==> config.mk <==
export PLATFORM = sky130hd
export DESIGN_NAME = sbc_top
export DESIGN_NICKNAME = d
export VERILOG_FILES = /design/src/hw/sbc_sync.v /design/src/hw/sbc_event.v /design/src/hw/sbc_top.v
export VERILOG_INCLUDE_DIRS = /design/src /design/src/hw
export SDC_FILE = /design/constraint.sdc
export NUM_CORES = 1
export LEC_CHECK = 0
export ABC_AREA = 1
export ABC_CLOCK_PERIOD_IN_PS = 7100
export CAP_MARGIN = 40
export CORE_AREA = 10 10 138 140
export DETAILED_ROUTE_END_ITERATION = 12
export DIE_AREA = 0 0 148 150
export DONT_BUFFER_PORTS = 1
export GPL_TIMING_DRIVEN = 0
export PLACE_DENSITY = 0.84
export SYNTH_ARGS = -nofsm -noshare
export SYNTH_HDL_FRONTEND = slang
export SYNTH_HIERARCHICAL = 1
export SYNTH_SLANG_ARGS = --single-unit
==> constraint.sdc <==
create_clock -name clk -period 7.1 [get_ports clk]
set_input_delay 1.42 -clock clk [delete_from_list [all_inputs] [get_ports clk]]
set_output_delay 1.42 -clock clk [all_outputs]
set_load 0.02 [all_outputs]
==> src/hw/sbc_defs.vh <==
// Behaviour
// - bring fpga a then fpga b out of init, then release cpu reset.
// - board info low two bits hold read-only board version; upper bits zero.
// - logic version: bit 6 released build flag, bits 5:0 revision, read-only.
// - read-only eight-bit logic sub-revision for hardware debug.
// - supply health bits 3/2 show supply 2/1 input good.
// - supply health bits 1/0 show supply 2/1 dc output good.
// - reset register a drives eight active-low resets, all reset to 1.
// - reset register b drives eight active-low resets, all reset to 1.
// - reset register c bits 1/0 reset fpga b/a, default 1; rest reserved.
// - event bit reads 0 after input change since last read; read restores 1 unless the input changes in the read cycle.
// - event register b: presences, pcie wake, trust irq, pcie irq, presence pin.
// - event register c: usb fault, 5v good, rails ok, supply input and output.
// - mask registers b and c hold one read-write bit per event, default 1.
// - logic image reload restarts outputs from reset: fpga and cpu resets asserted again.
// - live status registers report current input level, default 1.
`ifndef SBC_DEFS_VH
`define SBC_DEFS_VH
`define SBC_OFF_BOARD_INFO   8'h00
`define SBC_OFF_LOGIC_VER    8'h01
`define SBC_OFF_LOGIC_SUB    8'h02
`define SBC_OFF_SUPPLY       8'h03
`define SBC_OFF_RST_A        8'h05
`define SBC_OFF_RST_B        8'h06
`define SBC_OFF_RST_C        8'h07
`define SBC_OFF_EVT_A        8'h10
`define SBC_OFF_EVT_B        8'h11
`define SBC_OFF_EVT_C        8'h12
`define SBC_OFF_MASK_A       8'h20
`define SBC_OFF_MASK_B       8'h21
`define SBC_OFF_MASK_C       8'h22
`define SBC_OFF_LIVE_A       8'h30
`define SBC_OFF_LIVE_B       8'h31
`define SBC_OFF_LIVE_C       8'h32
`define SBC_RST_DEFAULT      8'hff
`define SBC_RST_C_MASK       8'h03
`define SBC_EVT_DEFAULT      8'hff
`define SBC_MASK_DEFAULT     8'hff
`define SBC_BOARD_VER_W      2
`define SBC_REL_BIT          6
`define SBC_REV_W            6
`define SBC_SEQ_GAP_NS       1000
`define SBC_CLK_NS           20
`define SBC_SEQ_GAP_CYC      ((`SBC_SEQ_GAP_NS + `SBC_CLK_NS - 1) / `SBC_CLK_NS)
`define SBC_SEQ_CNT_W        8
`endif

==> src/hw/sbc_sync.v <==
`timescale 1ns/1ps
`include "sbc_defs.vh"
module sbc_sync
#(
  parameter W = 8
)
(
  // clock and reset
  input  wire         clk,
  input  wire         rst,
  input  wire         ce,
  // level in and out
  input  wire [W-1:0] din,
  output reg  [W-1:0] dout
);
  reg [W-1:0] stage1;
  always @(posedge clk or posedge rst)
  begin
    if (rst)
    begin
      stage1 <= {W{1'b1}};
      dout   <= {W{1'b1}};
    end
    else if (ce)
    begin
      stage1 <= din;
      dout   <= stage1;
    end
  end
endmodule

==> src/hw/sbc_event.v <==
`timescale 1ns/1ps
`include "sbc_defs.vh"
module sbc_event
(
  // clock and reset
  input  wire       clk,
  input  wire       rst,
  input  wire       ce,
  // synchronised levels
  input  wire [7:0] level,
  // read of this event register
  input  wire       rd_clear,
  // state
  output reg  [7:0] change_n,
  output reg  [7:0] last
);
  wire [7:0] changed = level ^ last;
  always @(posedge clk or posedge rst)
  begin
    if (rst)
    begin
      change_n <= `SBC_EVT_DEFAULT;
      last     <= `SBC_EVT_DEFAULT;
    end
    else if (ce)
    begin
      last <= level;
      // a change in the read cycle survives the clear
      if (rd_clear)
        change_n <= ~changed;
      else
        change_n <= change_n & ~changed;
    end
  end
endmodule

==> src/hw/sbc_top.v <==
`timescale 1ns/1ps
`include "sbc_defs.vh"
module sbc_top
#(
  parameter [1:0] BOARD_VERSION = 2'h0,
  parameter       RELEASED      = 1'b0,
  parameter [5:0] LOGIC_REV     = 6'h01,
  parameter [7:0] LOGIC_SUB_REV = 8'h00
)
(
  // clock and reset
  input  wire       clk,
  input  wire       rst,
  input  wire       ce,
  // register port from management controller's i2c front end
  input  wire [7:0] reg_addr,
  input  wire       reg_wr,
  input  wire       reg_rd,
  input  wire [7:0] reg_wdata,
  output reg  [7:0] reg_rdata,
  // monitored pins
  input  wire [3:0] supply_pins,
  input  wire [7:0] event_pins_a,
  input  wire [7:0] event_pins_b,
  input  wire [7:0] event_pins_c,
  // fpga init done pins
  input  wire       fpga_a_done,
  input  wire       fpga_b_done,
  // reset outputs, active low
  output reg  [7:0] reset_a_n,
  output reg  [7:0] reset_b_n,
  output reg        fpga_a_reset_n,
  output reg        fpga_b_reset_n,
  output reg        cpu_reset_n,
  // aggregated interrupt, active low
  output reg        event_irq_n
);
  // ----------------------------------------
  // input synchronisers
  // ----------------------------------------
  wire [3:0] sync_supply;
  wire [7:0] live_a;
  wire [7:0] live_b;
  wire [7:0] live_c;
  wire [1:0] sync_done_n;
  sbc_sync #(.W(4)) u_sync_sup (.clk(clk), .rst(rst), .ce(ce), .din(supply_pins), .dout(sync_supply));
  sbc_sync #(.W(8)) u_sync_a (.clk(clk), .rst(rst), .ce(ce), .din(event_pins_a), .dout(live_a));
  sbc_sync #(.W(8)) u_sync_b (.clk(clk), .rst(rst), .ce(ce), .din(event_pins_b), .dout(live_b));
  sbc_sync #(.W(8)) u_sync_c (.clk(clk), .rst(rst), .ce(ce), .din(event_pins_c), .dout(live_c));
  // done pins go in inverted: the synchroniser resets high, which must read as not done
  sbc_sync #(.W(2)) u_sync_d (.clk(clk), .rst(rst), .ce(ce), .din(~{fpga_b_done, fpga_a_done}),
                               .dout(sync_done_n));

  // ----------------------------------------
  // register decode
  // ----------------------------------------
  function hit;
    input [7:0] addr;
    input [7:0] off;
    begin
      hit = (addr == off);
    end
  endfunction

  wire rd_a = reg_rd && hit(reg_addr, `SBC_OFF_EVT_A);
  wire rd_b = reg_rd && hit(reg_addr, `SBC_OFF_EVT_B);
  wire rd_c = reg_rd && hit(reg_addr, `SBC_OFF_EVT_C);

  // ----------------------------------------
  // change-detect events
  // ----------------------------------------
  wire [7:0] evt_a;
  wire [7:0] evt_b;
  wire [7:0] evt_c;
  sbc_event u_evt_a (.clk(clk), .rst(rst), .ce(ce), .level(live_a), .rd_clear(rd_a), .change_n(evt_a),
                     .last());
  sbc_event u_evt_b (.clk(clk), .rst(rst), .ce(ce), .level(live_b), .rd_clear(rd_b), .change_n(evt_b),
                     .last());
  sbc_event u_evt_c (.clk(clk), .rst(rst), .ce(ce), .level(live_c), .rd_clear(rd_c), .change_n(evt_c),
                     .last());

  // ----------------------------------------
  // writable registers
  // ----------------------------------------
  reg [7:0] rst_a;
  reg [7:0] rst_b;
  reg [7:0] rst_c;
  reg [7:0] mask_a;
  reg [7:0] mask_b;
  reg [7:0] mask_c;
  always @(posedge clk or posedge rst)
  begin
    if (rst)
    begin
      rst_a  <= `SBC_RST_DEFAULT;
      rst_b  <= `SBC_RST_DEFAULT;
      rst_c  <= `SBC_RST_C_MASK;
      mask_a <= `SBC_MASK_DEFAULT;
      mask_b <= `SBC_MASK_DEFAULT;
      mask_c <= `SBC_MASK_DEFAULT;
    end
    else if (ce && reg_wr)
    begin
      // writes elsewhere (read-only, reserved, unmapped) fall through
      case (reg_addr)
        `SBC_OFF_RST_A:  rst_a  <= reg_wdata;
        `SBC_OFF_RST_B:  rst_b  <= reg_wdata;
        `SBC_OFF_RST_C:  rst_c  <= reg_wdata & `SBC_RST_C_MASK;
        `SBC_OFF_MASK_A: mask_a <= reg_wdata;
        `SBC_OFF_MASK_B: mask_b <= reg_wdata;
        `SBC_OFF_MASK_C: mask_c <= reg_wdata;
        default:         rst_a  <= rst_a;
      endcase
    end
  end

  // ----------------------------------------
  // fpga bring-up sequence
  // ----------------------------------------
  // one-hot: both fpgas share a flash, so they must not load together
  localparam [4:0] S_INIT_A = 5'h01;
  localparam [4:0] S_GAP    = 5'h02;
  localparam [4:0] S_INIT_B = 5'h04;
  localparam [4:0] S_CPU    = 5'h08;
  localparam [4:0] S_RUN    = 5'h10;
  reg [4:0]                state;
  reg [4:0]                next_state;
  reg [`SBC_SEQ_CNT_W-1:0] gap_cnt;
  // load value for the gap counter, cut to the counter's width on purpose
  localparam [31:0]        GAP_LOAD = `SBC_SEQ_GAP_CYC - 1;
  always @*
  begin
    next_state = state;
    case (state)
      S_INIT_A: if (!sync_done_n[0]) next_state = S_GAP;
      S_GAP:    if (gap_cnt == `SBC_SEQ_CNT_W'd0) next_state = S_INIT_B;
      S_INIT_B: if (!sync_done_n[1]) next_state = S_CPU;
      S_CPU:    next_state = S_RUN;
      S_RUN:    next_state = S_RUN;
      default:  next_state = S_INIT_A;
    endcase
  end
  always @(posedge clk or posedge rst)
  begin
    if (rst)
    begin
      state   <= S_INIT_A;
      gap_cnt <= `SBC_SEQ_CNT_W'd0;
    end
    else if (ce)
    begin
      state <= next_state;
      if (state == S_INIT_A)
        gap_cnt <= GAP_LOAD[`SBC_SEQ_CNT_W-1:0];
      else if (gap_cnt != `SBC_SEQ_CNT_W'd0)
        gap_cnt <= gap_cnt - `SBC_SEQ_CNT_W'd1;
    end
  end

  // ----------------------------------------
  // outputs, all registered
  // ----------------------------------------
  // outputs hold their reset values; a reloaded image starts from them, putting the fpgas and cpu back in reset
  wire       seq_b_go  = (state == S_INIT_B) || (state == S_CPU) || (state == S_RUN);
  wire [7:0] pend      = (~evt_a & ~mask_a) | (~evt_b & ~mask_b) | (~evt_c & ~mask_c);
  always @(posedge clk or posedge rst)
  begin
    if (rst)
    begin
      reset_a_n      <= `SBC_RST_DEFAULT;
      reset_b_n      <= `SBC_RST_DEFAULT;
      fpga_a_reset_n <= 1'b0;
      fpga_b_reset_n <= 1'b0;
      cpu_reset_n    <= 1'b0;
      event_irq_n    <= 1'b1;
    end
    else if (ce)
    begin
      reset_a_n      <= rst_a;
      reset_b_n      <= rst_b;
      fpga_a_reset_n <= rst_c[0];
      fpga_b_reset_n <= rst_c[1] & seq_b_go;
      cpu_reset_n    <= (state == S_RUN);
      event_irq_n    <= ~(|pend);
    end
  end

  // ----------------------------------------
  // read mux
  // ----------------------------------------
  reg [7:0] next_rdata;
  always @*
  begin
    case (reg_addr)
      `SBC_OFF_BOARD_INFO: next_rdata = {6'h00, BOARD_VERSION};
      `SBC_OFF_LOGIC_VER:  next_rdata = {1'b0, RELEASED, LOGIC_REV};
      `SBC_OFF_LOGIC_SUB:  next_rdata = LOGIC_SUB_REV;
      `SBC_OFF_SUPPLY:     next_rdata = {4'h0, sync_supply};
      `SBC_OFF_RST_A:      next_rdata = rst_a;
      `SBC_OFF_RST_B:      next_rdata = rst_b;
      `SBC_OFF_RST_C:      next_rdata = rst_c & `SBC_RST_C_MASK;
      `SBC_OFF_EVT_A:      next_rdata = evt_a;
      `SBC_OFF_EVT_B:      next_rdata = evt_b;
      `SBC_OFF_EVT_C:      next_rdata = evt_c;
      `SBC_OFF_MASK_A:     next_rdata = mask_a;
      `SBC_OFF_MASK_B:     next_rdata = mask_b;
      `SBC_OFF_MASK_C:     next_rdata = mask_c;
      `SBC_OFF_LIVE_A:     next_rdata = live_a;
      `SBC_OFF_LIVE_B:     next_rdata = live_b;
      `SBC_OFF_LIVE_C:     next_rdata = live_c;
      default:             next_rdata = 8'h00;
    endcase
  end
  always @(posedge clk or posedge rst)
  begin
    if (rst)
      reg_rdata <= 8'h00;
    else if (ce && reg_rd)
      reg_rdata <= next_rdata;
  end
endmodule

==> metrics.md <==
| Metric | Value |
|---|---|
| Run status | `completed` |
| Worst hold slack | `roughly 0.46 ns` |
| Clock tree buffer depth | `2` |
| Final max-slew violation count | `0` |
| Max cap viols | `0` |
| Cell Rows | `47` |
| DR vias | `between 7000 and 8000` |
| # diodes | `0` |
| Ratio of cells with drive above 1 in the final layout | `25.2%` |
| Number of global-route vias before repair | `7385` |
| Final Power | `between 2 and 2.5 mW` |
| Static Leak | `5.22 nW` |
| Die width | `~150 um` |
| CTS resizes | `0` |
| R2R depth | `10` |
| Die area | `22200 sq um` |
| Post-Synth XOR/XNOR Area | `less than 1%` |
| Pin count of the biggest net entering global routing | `53` |
| Setup Fix Bufs, Post-CTS | `0` |
| Critical Path AT | `roughly 1.0 ns` |
| Pre-CTS setup slack | `4.34 ns` |
| Multiplexer area fraction after synthesis | `0%` |
| P&R area growth vs syn | `9.03%` |
| Combinational family with the most area after synthesis | `simple AND/OR/NAND/NOR gates` |
| Critical path startpoint category | `flop` |
| Max Freq | `~0.41 GHz` |
| Synth Register Bits | `between 150 and 200` |
| Register area share after synthesis | `around 52%` |
| Global Route Usage Sum | `approximately 22%` |
| WP depth | `0` |
| Initial antenna violation count | `0` |
| Final GP Congestion | `just under 1` |
| # setup viols final | `0` |
| Initial Util | `about three fifths` |
| Simple-Gate Fraction of Synth Area | `between 30% and 40%` |
| First-pass GRT wire length | `38000 um` |
| Antenna-violating nets left | `0` |
| H-tree levels | `4` |
| Worst Path Max Fanout | `2` |
| HPWL after DPL | `between 15000 and 20000 um` |
| RSZ-0062 raised after global routing | `false` |
| Netlist cell types | `34` |
| Adder-Cell Fraction of Synth Area | `less than 1%` |
| Synth Area in Compound Gates | `under 10%` |
| 1st-iter DRT viols | `a little over 700` |
| CTS tree | `done` |
| Detailed-route vias per instance | `5.15` |
| Post-placement cell area | `approximately 10000 sq um` |
| Hold Buf Count CTS | `0` |
| Die Ht | `150 um` |
| Latest clock arrival within the worst-skew pair | `about 0.43 ns` |
| Fin cells | `1481` |
| DRC Markers | `0` |
| Finished Cell Area | `approximately 11000 sq um` |
| Dpl cells | `about 1400` |
| Syn avg cell area | `7.86 sq um` |
| Average wire per cell in the routed design | `approximately 16 um` |
| WL final | `between 20000 and 25000 um` |
| Grt ovf | `0` |
| IO Pins | `79` |
| TNS Setup | `0 ns` |
| Nets | `approximately 1300` |
| Critical setup path kind | `flop to output pin` |
| Core area | `approximately 16000 sq um` |
| Power density over cell area | `roughly 240 nW/um^2` |
| Commonest cells after routing, fill and taps aside | `546 x nand2_1, 168 x dfstp_2, 150 x inv_1` |
| Least-Margin Pin Slew | `0.601 ns` |
| Root Buffer Master | `clkbuf_16` |
| Hold depth | `2` |
| Max VDD drop | `0.000167 V` |
| Post-Syn Nets | `1281` |
| CP required | `5.68 ns` |
| Setup WS post-layout | `~4.6 ns` |
| Commonest non-fill, non-tap cell in the layout | `nand2_1` |
| Period utilization | `between 30% and 40%` |
| Hold Path Class | `flop to flop` |
| Final Core Density | `about 64%` |
| Synthesized cell area | `approximately 9700 sq um` |
| Clock Sinks | `roughly 190` |
| Drt pass-1 iters | `5` |
| Fin crit period | `around 2.5 ns` |
| Final hold violation count | `0` |
| Ys Warns | `6` |
| Number of buffers added on ports | `0` |
| Slew headroom | `59.9%` |
| Worst setup skew after layout | `~0.008 ns` |
| CP endpoint kind | `output pin` |
| Total CTS buffers | `17` |
| Cells after synthesis | `approximately 1200` |
| Clk pin slew, worst setup/hold paths | `around 0.070 ns` |
cells in the mapped netlist:
cell type    n  area, sq um
nand2_1    546         2050
dfstp_2    168         4410
inv_1      151          567
nand3_1     73          365
nor2_1      58          218
o21ai_1     50          250
nand2_2     24          150
dfrtp_1     23          576
buf_6       19          214
nand3_2     16          160
o21ai_2     16          140
nor2_2      14         87.6
o21ai_0     14         70.1
inv_2       10         37.5
a21oi_1      5         25.0
buf_2        4         20.0
nor2_4       4         45.0
buf_4        3         22.5
clkbuf_8     3         41.3
inv_8        3         33.8
nor4_1       3         18.8
o22ai_1      3         18.8
xor2_1       3         26.3
clkbuf_1     2         7.51
ha_1         2         25.0
nor3_1       2         10.0
o31ai_1      2         15.0
buf_1        1         3.75
clkinv_1     1         3.75
nand3b_1     1         7.51
nand4_1      1         6.26
nand4_2      1         12.5
o21bai_1     1         7.51
xnor2_1      1         8.76
logic make-up (layout without fill, tap and decap cells):
| family | after synthesis | count (layout) |
|---|---|---|
| buffers and inverters | 197 | 230 |
| adders and majority gates | 2 | 2 |
| DFF | 191 | 191 |
| AOI/OAI and AO/OA | 91 | 91 |
| and+or+nand+nor | 743 | 743 |
| xor gates and xnor gates | 4 | 4 |
cell type report:
type / count / area [sq um]
fillers: 1389 / 5820
well taps: 220 / 275
multi-input cells: 840 / 3720
flip-flops and latches: 191 / 4990
inverters: 165 / 644
clock inverters: 11 / 96.3
clock buffers: 21 / 470
repair buffers: 1 / 27.5
plain buffers: 32 / 309
where the power goes:
part | internal (mW) | total, mW | switching (mW)
combinational | 0.0980 | 0.274 | 0.176
clock | 0.487 | 0.918 | 0.431
sequential | 1.22 | 1.30 | 0.0772
total | 1.81 | 2.49 | 0.684
flip-flops by register name, summed over array words and instances, names as in the netlist, 5 cells and up:
name / cells
u_sync_a/stage1: 8
gap_cnt: 8
u_evt_b/change_n: 8
u_sync_b/stage1: 8
mask_c: 8
rst_a: 8
mask_b: 8
reg_rdata: 8
reset_b_n: 8
rst_b: 8
state: 5
u_sync_b/dout: 8
u_evt_c/change_n: 8
u_evt_c/last: 8
u_sync_c/stage1: 8
u_evt_b/last: 8
reset_a_n: 8
u_sync_c/dout: 8
mask_a: 8
u_sync_a/dout: 8
u_evt_a/last: 8
u_evt_a/change_n: 8
worst paths after layout:
kind,startpoint,end,slack (ns)
setup / recovery,reset_a_n[3]$_DFFE_PP1P_,reset_a_n[3],4.64
hold / removal,u_sync_b/stage1[4]$_DFFE_PP1P_,u_sync_b/dout[4]$_DFFE_PP1P_,0.46
setup reg to reg,gap_cnt[0]$_DFFE_PP0P_,gap_cnt[2]$_DFFE_PP0P_,5.53
hold reg to reg,u_sync_b/stage1[4]$_DFFE_PP1P_,u_sync_b/dout[4]$_DFFE_PP1P_,0.46
max in group asynchronous,rst,reset_b_n[2]$_DFFE_PP1P_,5.60
min in group asynchronous,rst,reg_rdata[4]$_DFFE_PP0P_,0.88
routing by layer:
metal	part of all wire, %	GRT usage, %
met1	43	28.0
met4	2.3	7.04
met2	48	35.4
met5	0	0
met3	6.7	5.01
worst register-to-register path: stages (launching register included):
cell and delay [ns]:
dfrtp_1 0.36, inv_1 0.11, ha_1 0.17, nand3_1 0.07, nor2_1 0.15, nand2_1 0.09
nand2_2 0.16, inv_2 0.07, nand2_1 0.07, xor2_1 0.15, nor2_1 0.05
No activity file was read; power rests on OpenSTA's default activity.
